File: config.mk
export PLATFORM = sky130hd
export DESIGN_NAME = bscs_slave
export DESIGN_NICKNAME = d
export VERILOG_FILES = /design/src/bscs_uart.v /design/src/bscs_slave.v
export VERILOG_INCLUDE_DIRS = /design/src
export SDC_FILE = /design/constraint.sdc
export NUM_CORES = 1
export LEC_CHECK = 0
export CORE_MARGIN = 8
export CORE_UTILIZATION = 60
export DETAILED_ROUTE_END_ITERATION = 6
export DONT_BUFFER_PORTS = 1
export MAX_ROUTING_LAYER = met4
export PLACE_DENSITY = 0.77
export SYNTH_ARGS = -nofsm -noshare
export SYNTH_HDL_FRONTEND = slang
export SYNTH_HIERARCHICAL = 1
export SYNTH_SLANG_ARGS = --single-unit
File: constraint.sdc
create_clock -name clk_i -period 4.8 [get_ports clk_i]
set_input_delay 0.96 -clock clk_i [delete_from_list [all_inputs] [get_ports clk_i]]
set_output_delay 0.96 -clock clk_i [all_outputs]
set_load 0.005 [all_outputs]
File: src/bscs_consts.vh
`ifndef BSCS_CONSTS_VH
`define BSCS_CONSTS_VH

// ----------------------------------------------------------------
// Line timing
// ----------------------------------------------------------------
`define BSCS_CLK_HZ       10000000
`define BSCS_BAUD         19200
`define BSCS_BAUD_DIV     ((`BSCS_CLK_HZ + `BSCS_BAUD / 2) / `BSCS_BAUD)
`define BSCS_TURN_MS      5
// Least time, exact at this clock rate (50000 cycles)
`define BSCS_TURN_CYC     ((`BSCS_CLK_HZ / 1000) * `BSCS_TURN_MS)

// ----------------------------------------------------------------
// Packet framing
// ----------------------------------------------------------------
`define BSCS_LEAD_232     8'hca
`define BSCS_LEAD_485     8'hcc
`define BSCS_ADDR_HI      8'h00
`define BSCS_ADDR_232     8'h01
`define BSCS_ADDR_MIN     8'h01
`define BSCS_ADDR_MAX     8'h64
`define BSCS_MAX_DATA     4'h8
`define BSCS_CS_INV       8'hff

// ----------------------------------------------------------------
// Error reply
// ----------------------------------------------------------------
`define BSCS_ERR_CMD      8'h0f
`define BSCS_ERR_LEN      4'h2
`define BSCS_ERR_UNKNOWN  8'h01
`define BSCS_ERR_CHECKSUM 8'h02

`endif

File: src/bscs_uart.v
`timescale 1ns/100ps
module bscs_uart
#(
	parameter DIV = 521
)
(
	// Clock and reset
	input  wire       clk_i,
	input  wire       rst_n_i,
	input  wire       clr_i,
	// Receive side
	input  wire       rx_i,
	output reg        rx_valid_o,
	output reg        rx_ferr_o,
	output reg  [7:0] rx_byte_o,
	// Transmit side
	input  wire       tx_start_i,
	input  wire [7:0] tx_byte_i,
	output reg        tx_done_o,
	output reg        tx_o
);

localparam [15:0] DLIM = DIV - 1;
localparam [15:0] HALF = DIV / 2;

reg        rx_busy;
reg [15:0] rx_cnt;
reg  [3:0] rx_bit;
reg  [7:0] rx_sh;
reg        tx_busy;
reg [15:0] tx_cnt;
reg  [3:0] tx_bit;
reg  [8:0] tx_sh;

// ----------------------------------------------------------------
// Receiver, 8N1, sampled mid-bit
// ----------------------------------------------------------------
always @(posedge clk_i or negedge rst_n_i)
begin
	if (!rst_n_i)
	begin
		rx_busy    <= 1'b0;
		rx_cnt     <= 16'h0000;
		rx_bit     <= 4'h0;
		rx_sh      <= 8'h00;
		rx_valid_o <= 1'b0;
		rx_ferr_o  <= 1'b0;
		rx_byte_o  <= 8'h00;
	end
	else
	begin
		rx_valid_o <= 1'b0;
		rx_ferr_o  <= 1'b0;
		if (clr_i)
			rx_busy <= 1'b0;
		else if (!rx_busy)
		begin
			if (!rx_i)
			begin
				rx_busy <= 1'b1;
				rx_cnt  <= HALF;
				rx_bit  <= 4'h0;
			end
		end
		else if (rx_cnt != 16'h0000)
			rx_cnt <= rx_cnt - 16'h0001;
		else
		begin
			rx_cnt <= DLIM;
			if (rx_bit == 4'h0)
			begin
				// A start glitch shorter than half a bit is dropped
				if (rx_i)
					rx_busy <= 1'b0;
				else
					rx_bit <= 4'h1;
			end
			else if (rx_bit == 4'h9)
			begin
				rx_busy <= 1'b0;
				if (rx_i)
				begin
					rx_valid_o <= 1'b1;
					rx_byte_o  <= rx_sh;
				end
				else
					rx_ferr_o <= 1'b1;
			end
			else
			begin
				rx_sh  <= {rx_i, rx_sh[7:1]};
				rx_bit <= rx_bit + 4'h1;
			end
		end
	end
end

// ----------------------------------------------------------------
// Transmitter, LSB first
// ----------------------------------------------------------------
always @(posedge clk_i or negedge rst_n_i)
begin
	if (!rst_n_i)
	begin
		tx_busy   <= 1'b0;
		tx_cnt    <= 16'h0000;
		tx_bit    <= 4'h0;
		tx_sh     <= 9'h1ff;
		tx_done_o <= 1'b0;
		tx_o      <= 1'b1;
	end
	else
	begin
		tx_done_o <= 1'b0;
		if (clr_i)
		begin
			tx_busy <= 1'b0;
			tx_o    <= 1'b1;
		end
		else if (!tx_busy)
		begin
			if (tx_start_i)
			begin
				tx_busy <= 1'b1;
				tx_o    <= 1'b0;
				tx_sh   <= {1'b1, tx_byte_i};
				tx_cnt  <= DLIM;
				tx_bit  <= 4'h0;
			end
		end
		else if (tx_cnt != 16'h0000)
			tx_cnt <= tx_cnt - 16'h0001;
		else if (tx_bit == 4'h9)
		begin
			tx_busy   <= 1'b0;
			tx_done_o <= 1'b1;
		end
		else
		begin
			tx_o   <= tx_sh[0];
			tx_sh  <= {1'b1, tx_sh[8:1]};
			tx_bit <= tx_bit + 4'h1;
			tx_cnt <= DLIM;
		end
	end
end

endmodule

File: src/bscs_slave.v
`timescale 1ns/100ps
`include "bscs_consts.vh"
module bscs_slave
#(
	parameter BAUD_DIV = `BSCS_BAUD_DIV,
	parameter TURN_CYC = `BSCS_TURN_CYC,
	parameter TW       = 24
)
(
	// Clock and reset
	input  wire        clk_i,
	input  wire        rst_n_i,
	// Front panel and strapping
	input  wire        comm_en_i,
	input  wire        rs485_i,
	input  wire  [6:0] station_addr_i,
	// Serial line
	input  wire        rx_i,
	output wire        tx_o,
	output wire        tx_en_o,
	// Command to the controller
	output reg         req_valid_o,
	output reg   [7:0] req_cmd_o,
	output reg   [3:0] req_len_o,
	output reg  [63:0] req_data_o,
	// Answer from the controller
	input  wire        rsp_valid_i,
	input  wire        rsp_known_i,
	input  wire  [3:0] rsp_len_i,
	input  wire [63:0] rsp_data_i
);

localparam [3:0] S_HUNT  = 4'h0;
localparam [3:0] S_ADDRH = 4'h1;
localparam [3:0] S_ADDRL = 4'h2;
localparam [3:0] S_CMD   = 4'h3;
localparam [3:0] S_CNT   = 4'h4;
localparam [3:0] S_DATA  = 4'h5;
localparam [3:0] S_CSUM  = 4'h6;
localparam [3:0] S_APP   = 4'h7;
localparam [3:0] S_SEND  = 4'h8;
localparam [TW-1:0] TURN_LIM = TURN_CYC;

reg     [3:0] state;
reg     [7:0] lead;
reg     [7:0] addr_lo;
reg           addr_ok;
reg     [3:0] didx;
reg     [7:0] sum;
reg    [63:0] rx_data;
reg     [7:0] r_cmd;
reg     [3:0] r_len;
reg    [63:0] r_data;
reg     [3:0] tidx;
reg     [7:0] tsum;
reg           inflight;
reg  [TW-1:0] turn_cnt;
reg     [7:0] tx_byte;
wire          rx_valid;
wire          rx_ferr;
wire    [7:0] rx_byte;
wire          tx_done;
wire          tx_start;
wire          parsing;
wire          turn_ok;
wire    [3:0] last_idx;
wire    [3:0] dsel;
wire    [7:0] lead_want;
wire          addr_match;

// ----------------------------------------------------------------
// Byte framing
// ----------------------------------------------------------------
// 8N1 at 19200
bscs_uart #(.DIV(BAUD_DIV)) u_uart
(
	.clk_i      (clk_i),
	.rst_n_i    (rst_n_i),
	.clr_i      (!comm_en_i),
	.rx_i       (rx_i),
	.rx_valid_o (rx_valid),
	.rx_ferr_o  (rx_ferr),
	.rx_byte_o  (rx_byte),
	.tx_start_i (tx_start),
	.tx_byte_i  (tx_byte),
	.tx_done_o  (tx_done),
	.tx_o       (tx_o)
);

assign parsing    = (state != S_APP) && (state != S_SEND);
// Lead byte follows the interface type
assign lead_want  = rs485_i ? `BSCS_LEAD_485 : `BSCS_LEAD_232;
// Station address in range and matched on RS-485; fixed address 01 on RS-232
assign addr_match = rs485_i ? ((rx_byte == {1'b0, station_addr_i}) &&
                               ({1'b0, station_addr_i} >= `BSCS_ADDR_MIN) &&
                               ({1'b0, station_addr_i} <= `BSCS_ADDR_MAX))
                            : (rx_byte == `BSCS_ADDR_232);
// Hold off the driver for the turnaround time
assign turn_ok    = !rs485_i || (turn_cnt == TURN_LIM);
assign last_idx   = r_len + 4'h5;
assign dsel       = tidx - 4'h5;
assign tx_start   = (state == S_SEND) && !inflight && turn_ok;
// Driver drops the cycle after the last stop bit ends
assign tx_en_o    = (state == S_SEND) && rs485_i && turn_ok;

// ----------------------------------------------------------------
// Received data bytes, one lane per data position
// ----------------------------------------------------------------
genvar k;
generate
	for (k = 0; k < 8; k = k + 1)
	begin : g_lane
		always @(posedge clk_i or negedge rst_n_i)
		begin
			if (!rst_n_i)
				rx_data[8*k +: 8] <= 8'h00;
			else if (rx_valid && parsing && (state == S_DATA) && (didx == k))
				rx_data[8*k +: 8] <= rx_byte;
		end
	end
endgenerate

// ----------------------------------------------------------------
// Reply byte selection
// ----------------------------------------------------------------
// Echo header, then count, data and fresh checksum
always @*
begin
	tx_byte = 8'h00;
	case (tidx)
		4'h0: tx_byte = lead;
		4'h1: tx_byte = `BSCS_ADDR_HI;
		4'h2: tx_byte = addr_lo;
		4'h3: tx_byte = r_cmd;
		4'h4: tx_byte = {4'h0, r_len};
		default:
		begin
			if (tidx == last_idx)
				tx_byte = tsum ^ `BSCS_CS_INV;
			else
				tx_byte = r_data[{dsel[2:0], 3'b000} +: 8];
		end
	endcase
end

// ----------------------------------------------------------------
// Turnaround counter, restarted on every checksum byte
// ----------------------------------------------------------------
always @(posedge clk_i or negedge rst_n_i)
begin
	if (!rst_n_i)
		turn_cnt <= {TW{1'b0}};
	else if (rx_valid && parsing && (state == S_CSUM))
		turn_cnt <= {TW{1'b0}};
	else if (turn_cnt != TURN_LIM)
		turn_cnt <= turn_cnt + {{(TW-1){1'b0}}, 1'b1};
end

// ----------------------------------------------------------------
// Packet parser and reply sequencer
// ----------------------------------------------------------------
always @(posedge clk_i or negedge rst_n_i)
begin
	if (!rst_n_i)
	begin
		state       <= S_HUNT;
		lead        <= 8'h00;
		addr_lo     <= 8'h00;
		addr_ok     <= 1'b0;
		didx        <= 4'h0;
		sum         <= 8'h00;
		r_cmd       <= 8'h00;
		r_len       <= 4'h0;
		r_data      <= 64'h0;
		tidx        <= 4'h0;
		tsum        <= 8'h00;
		inflight    <= 1'b0;
		req_valid_o <= 1'b0;
		req_cmd_o   <= 8'h00;
		req_len_o   <= 4'h0;
		req_data_o  <= 64'h0;
	end
	// Disabled link is idle and silent
	else if (!comm_en_i)
	begin
		state       <= S_HUNT;
		inflight    <= 1'b0;
		req_valid_o <= 1'b0;
	end
	else if (rx_ferr && parsing)
		state <= S_HUNT;
	else
	begin
		case (state)
			S_HUNT:
			begin
				// Lead compared as a raw byte
				if (rx_valid && (rx_byte == lead_want))
				begin
					lead  <= rx_byte;
					state <= S_ADDRH;
				end
			end
			S_ADDRH:
			begin
				if (rx_valid)
				begin
					sum     <= rx_byte;
					addr_ok <= (rx_byte == `BSCS_ADDR_HI);
					state   <= S_ADDRL;
				end
			end
			S_ADDRL:
			begin
				if (rx_valid)
				begin
					sum     <= sum + rx_byte;
					addr_lo <= rx_byte;
					addr_ok <= addr_ok && addr_match;
					state   <= S_CMD;
				end
			end
			S_CMD:
			begin
				if (rx_valid)
				begin
					sum       <= sum + rx_byte;
					req_cmd_o <= rx_byte;
					state     <= S_CNT;
				end
			end
			S_CNT:
			begin
				if (rx_valid)
				begin
					sum       <= sum + rx_byte;
					req_len_o <= rx_byte[3:0];
					didx      <= 4'h0;
					// Count above 8 cannot be framed
					if (rx_byte > {4'h0, `BSCS_MAX_DATA})
						state <= S_HUNT;
					else if (rx_byte == 8'h00)
						state <= S_CSUM;
					else
						state <= S_DATA;
				end
			end
			S_DATA:
			begin
				if (rx_valid)
				begin
					sum  <= sum + rx_byte;
					didx <= didx + 4'h1;
					if (didx + 4'h1 == req_len_o)
						state <= S_CSUM;
				end
			end
			S_CSUM:
			begin
				if (rx_valid)
				begin
					tidx     <= 4'h0;
					tsum     <= 8'h00;
					inflight <= 1'b0;
					if (!addr_ok)
						state <= S_HUNT;
					else if (rx_byte == (sum ^ `BSCS_CS_INV))
					begin
						req_data_o  <= rx_data;
						req_valid_o <= 1'b1;
						state       <= S_APP;
					end
					else
					begin
						r_cmd  <= `BSCS_ERR_CMD;
						r_len  <= `BSCS_ERR_LEN;
						r_data <= {48'h0, `BSCS_ERR_CHECKSUM, req_cmd_o};
						state  <= S_SEND;
					end
				end
			end
			S_APP:
			begin
				if (rsp_valid_i)
				begin
					req_valid_o <= 1'b0;
					state       <= S_SEND;
					if (rsp_known_i)
					begin
						r_cmd  <= req_cmd_o;
						r_len  <= (rsp_len_i > `BSCS_MAX_DATA) ? `BSCS_MAX_DATA : rsp_len_i;
						r_data <= rsp_data_i;
					end
					else
					begin
						r_cmd  <= `BSCS_ERR_CMD;
						r_len  <= `BSCS_ERR_LEN;
						r_data <= {48'h0, `BSCS_ERR_UNKNOWN, req_cmd_o};
					end
				end
			end
			S_SEND:
			begin
				// One packet, then back to listening
				if (tx_start)
				begin
					inflight <= 1'b1;
					if ((tidx != 4'h0) && (tidx != last_idx))
						tsum <= tsum + tx_byte;
				end
				if (tx_done)
				begin
					inflight <= 1'b0;
					tidx     <= tidx + 4'h1;
					if (tidx == last_idx)
						state <= S_HUNT;
				end
			end
			default: state <= S_HUNT;
		endcase
	end
end

endmodule

After elaboration in Yosys (flattened, before gate mapping):

Cells that the tools add are included.
W data, S select, Z words.

* register bits: 358
* bits of input ports: 82
* output and inout bits: 79

* $add $sub $neg: 11
* $lt $le $gt $ge: 4
* equality and inequality tests: 73
* shift operators: 1
* muxes and demuxes: 123
* bitwise operators: 6
* reduce and logical (&&, ||, !) cells: 62

Operators with widths (number)
* $mux W64: 5
* $mux W4: 34
* $pmux W64 S2: 1
* $mux W16: 7
* $mux W8: 11
* $shiftx A64 B7 Y8: 1
* $mux W24: 2
* $pmux W8 S2: 3
* $mux W1: 45
* $pmux W8 S5: 1
* $eq A4 B3 Y1 const B: 9
* $mux W9: 4
* $pmux W4 S9: 1
* $reduce_bool A16 Y1: 2
* $sub A16 B1 Y16 const B: 2
* $reduce_and A5 Y1: 6
* $add A24 B1 Y24 const B: 1
* $eq A24 B16 Y1 const B: 1
* $eq A4 B2 Y1 const B: 6
* $ne A24 B16 Y1 const B: 1
* $ne A4 B3 Y1 const B: 6
* $pmux W4 S2: 3
* $reduce_and A4 Y1: 6
* $reduce_and A6 Y1: 4
* other kinds (39): 118

Depth between registers and ports, before layout:

* word-level depth: 8
* depth in mapped cells: 20
* gate-level depth less buffers: 17

Hierarchy:

Netlist, hierarchy kept.

Modules (own cells, without submodules)
* bscs_slave: instances 1, cells an instance 1235, area an instance 13912.1 um^2, sequential area each 7181.9 um^2
* bscs_uart: instances 1, cells an instance 342, area an instance 3540.9 um^2, sequential area each 1762.9 um^2

Worst setup path after synthesis:

Ideal clock, no wire load.

* kind: reg-to-reg
* start point: reg tidx[0]
* end point: reg tsum[7]
* setup time: 0.129 ns
* arrival: 4.123 ns
* required time: 4.671 ns
* setup slack: 0.548 ns
* stages on the path, launching flop included: 19
* buffers on the path: 4
* path through: dfrtp_1 -> buf_2 -> buf_2 -> inv_1 -> ha_1 -> clkbuf_1 -> clkbuf_1 -> mux4_2 -> mux2_2 -> a21oi_1 -> o22ai_1 -> ha_1 -> a21o_1 -> a21oi_1 -> o21ai_0 -> o41ai_1 -> xor2_1 -> o211ai_1 -> o31ai_1

* word-level cells in the longest chain between the ends: 8
* elaborated cells on any way between the ends: 19
* those cells by class: add/sub (2); eq/ne (7); shift (1); mux (5); reduce/logical (4)

Ends and longest elaborated chain
* from (decl): line bscs_slave.v:54 `reg [3:0] tidx;`
* from (signal assigned): line bscs_slave.v:314 `tidx <= tidx + 4'h1;`
* $sub A3 B3 Y3: line bscs_slave.v:101 `assign dsel = tidx - 4'h5;`
* $shiftx A64 B7 Y8: line bscs_slave.v:141 `tx_byte = r_data[{dsel[2:0], 3'b000} +: 8];`
* $mux W8: line bscs_slave.v:138 `if (tidx == last_idx)`
* $pmux W8 S5 *: line bscs_slave.v:130 `case (tidx)`
* named net tx_byte[0]: line bscs_slave.v:58 `reg [7:0] tx_byte;`
* $add A8 B8 Y8 *: line bscs_slave.v:309 `tsum <= tsum + tx_byte;`
* $mux W8 *: line bscs_slave.v:308 `if ((tidx != 4'h0) && (tidx != last_idx))`
* $mux W8 *: line bscs_slave.v:305 `if (tx_start)`
* $pmux W8 S2 *: line bscs_slave.v:194 `case (state)`
* to (signal assigned): line bscs_slave.v:309
* to (decl): line bscs_slave.v:55 `reg [7:0] tsum;`

Mark *: on every way through the listed nets, which the timed path passes. The rest lies on a longest branch. The select of a mux whose other input is x is not followed.
A chain may end at the register's enable or synchronous reset.

Final worst setup path:

* start point: reg tidx[1]
* end point: reg tsum[7]

The elaborated chain is that of the path after synthesis.

==> qor.yml <==
status: "finished, final reports clean"
fin_setup_tns_ps: 0
cp-start-kind: "register"
async_flop_share: 1.00
synth_mux_area_frac: 0.141
yosys_warnings: 6
clkLatencyLatePin_ps: 550
syn_area_sq_um: 17500
synth_cell_type_count: 88
rr_startpoint: "tidx[1]$_DFFE_PN0P_"
synth_top_family_by_area: "simple AND/OR/NAND/NOR gates"
vias_per_cell: 6.10
yosysSeqAreaShare: 0.513
cts_tree: "built"
cp-end-kind: "register"
ioPinCount: 161
rsz0062_at_grt: "false"
areaGrowthSynthToFinish_pct: 8.50
critPathKind: "reg -> reg"
grt_first_pass_wirelength_um: 66100
finalSetupViolations: 0
min_period_over_period: 0.835
grt_overflow: 0
endpoint: "tsum[7]$_DFFE_PN0P_"
antennaDiodeCount: 0
core_area_sq_um: 28700
post-cts-setup-buffers: 0
pwr_density_cell_nw_per_um2: 357
dieArea_sq_um: 34800
grt_max_degree: 358
min_period_ps: 4010
synth_edf_count: 0
ir_drop_mv: 0.317
reg2reg_depth: 15
row_count: 62
dpl.hpwl_um: 26600
synth_top_flop_cell: "dfrtp_1"
path_clk_slew_ps: 60
drt-wirelength-per-cell_um: 20.1
drt_wl_total_um: 39500
detail-route-antenna-nets: 0
start_util: 0.608
synth_fp_nets: 1695
cts_max_level: 2
layout_commonest_cell: "dfrtp_1"
syn_area_per_cell_sq_um: 11.1
synth_xor_area_frac: 0.0259
swShare: 0.239
port-buffer-count: 0
clk_path_buf_depth: 3
synth_seq_cells: 357
crit_arrival_ps: 4430
via_count: 12000
place_ws_ps: 770
hold_ws_ps: 99.8
tightest_slew_ps: 897
drt-pass1-iter-count: 5
seq_power_share: 0.477
first_global_vias: 12200
die_h_um: 187
leakagePower_nw: 8.48
drc_errors: 0
power_frac_comb: 0.060
dp_cells: 1895
crit_fanout: 17
max_freq_mhz: 249
slew_violations: 0
multi_input_area_sq_um: 7880
antenna_found_initial: 0
synthSimpleGateAreaFrac: 0.148
clockPowerShare: 0.463
crit_required_ps: 5220
fill_cells: 2183
nets: 1670
cts_resized: 0
layout-drive-gt1-share: 0.181
drv_cap: 0
synth_compound_area_frac: 0.110
track_usage: 0.233
cts_sinks: 357
switchingPower_mw: 1.62
mostFrequentLayoutCells: "dfrtp_1, nand2_1, mux2_2"
root_buffer: "clkbuf_16"
hold_viol: 0
power.internal_mw: 5.14
skew_ps: 20.2
dr.first_iter.drc_count: 1069
final_cells: 1966
seqCellArea_sq_um: 8940
relSlewSlack: 0.402
reg2reg_slack_ps: 790
hold_class: "in -> async"
r2r_end: "tsum[7]$_DFFE_PN0P_"
fp.dieW_um: 187
postCtsHoldBufs: 0
setup.worst_path.start: "tidx[1]$_DFFE_PN0P_"
cts_buffers: 39
gp_congestion: 0.917
yosys.area_share.adder: 0.0267
finalWorstSetupSlack_ps: 790
syn_inst: 1577
==> power groups by stage <==
stage	registers, mW	clock network (mW)	logic (mW)
floorplan	3.20	0	0.380
global placement	3.26	0	0.387
detailed placement	3.27	0	0.402
CTS	3.21	3.18	0.403
global route	3.23	3.31	0.458
finish	3.22	3.13	0.406
==> metal layers <==
| layer | share of wire | GRT usage | up-vias |
|---|---|---|---|
| met3 | 0.058 | 0.0460 | 92 |
| met5 | 0 | - | - |
| met1 | 0.43 | 0.303 | 5990 |
| met2 | 0.48 | 0.364 | 347 |
| met4 | 0.033 | 0.0812 | 0 |
| li1 | - | - | 5570 |
==> through the flow <==
step	utilization	power [mW]	instance area, sq um
after global routing	0.660	7.00	18900
after detailed placement	0.612	3.67	17600
after floorplan	-	3.58	17500
after CTS	0.660	6.80	18900
final	0.660	6.75	18900
after global placement	0.612	3.65	17600
==> logic make-up (layout without fill, tap and decap cells) <==
logic type	after synthesis	in the layout
simple gates	519	519
mux	184	184
flops	357	357
buf+inv	118	123
fa+ha+maj	36	36
compound gates	313	313
xor+xnor	50	50
==> synthesized netlist by cell type (10+ instances only) <==
| library cell | instances | area share |
|---|---|---|
| xnor2_1 | 20 | 0.010 |
| nand4_1 | 12 | 0.0043 |
| ha_1 | 34 | 0.024 |
| mux4_2 | 16 | 0.021 |
| nand3_1 | 46 | 0.013 |
| nor4_1 | 10 | 0.0036 |
| nor2b_1 | 14 | 0.0050 |
| mux2_2 | 94 | 0.061 |
| or3_1 | 22 | 0.0079 |
| a31oi_1 | 15 | 0.0054 |
| inv_1 | 41 | 0.0088 |
| mux2i_1 | 14 | 0.0080 |
| dfrtp_1 | 348 | 0.50 |
| nor2_1 | 83 | 0.018 |
| nor3_1 | 23 | 0.0066 |
| xor2_1 | 29 | 0.015 |
| mux2_4 | 60 | 0.052 |
| nand2_1 | 219 | 0.047 |
| o22ai_1 | 11 | 0.0039 |
| a21oi_1 | 44 | 0.013 |
| nand2b_1 | 10 | 0.0036 |
| and3_1 | 14 | 0.0050 |
| clkbuf_1 | 47 | 0.010 |
| o21ai_0 | 81 | 0.023 |
| o21ai_1 | 77 | 0.022 |
==> state kept, by name, indices dropped and copies added (netlist names), 8 cells and up <==
name and flops:
lead 8, r_data 64, u_uart/tx_cnt 16, tsum 8, rx_data 64, sum 8
r_cmd 8, req_cmd_o 8, u_uart/rx_byte_o 8, addr_lo 8, u_uart/tx_sh 8, u_uart/rx_cnt 16
req_data_o 64, turn_cnt 24, u_uart/rx_sh 8
==> final cells by class <==
class / count / share of cell area
Clock buffer: 59 / 0.0603
Clock inverter: 12 / 0.0121
Inverter: 41 / 0.00813
Multi-Input combinational cell: 1102 / 0.416
Sequential cell: 357 / 0.472
Tap cell: 384 / 0.0254
Timing Repair Buffer: 11 / 0.00568
==> critical path: stages, from the launching register on <==
cell      delay [ps]
dfrtp_1          440
inv_1            110
ha_1             730
mux4_2           400
mux2_2           270
nand2_1           70
o21ai_0           90
nand2_1           90
o221ai_1         180
ha_1             370
a21oi_1          210
o21ai_0          160
o41ai_1          320
xor2_1           150
o211ai_1         190
o31ai_1          100
==> worst min-delay path by stage <==
stage	endpoint	slack, ps	depth (start not counted)
after floorplan	lead[6]$_DFFE_PN0P_	440	1
after global placement	lead[6]$_DFFE_PN0P_	450	1
after detailed placement	lead[6]$_DFFE_PN0P_	460	1
after CTS	req_data_o[62]$_DFFE_PN0P_	90	0
after global routing	req_data_o[59]$_DFFE_PN0P_	90	0
final	req_data_o[22]$_DFFE_PN0P_	100	0
Power figures use the tool's default switching activity.
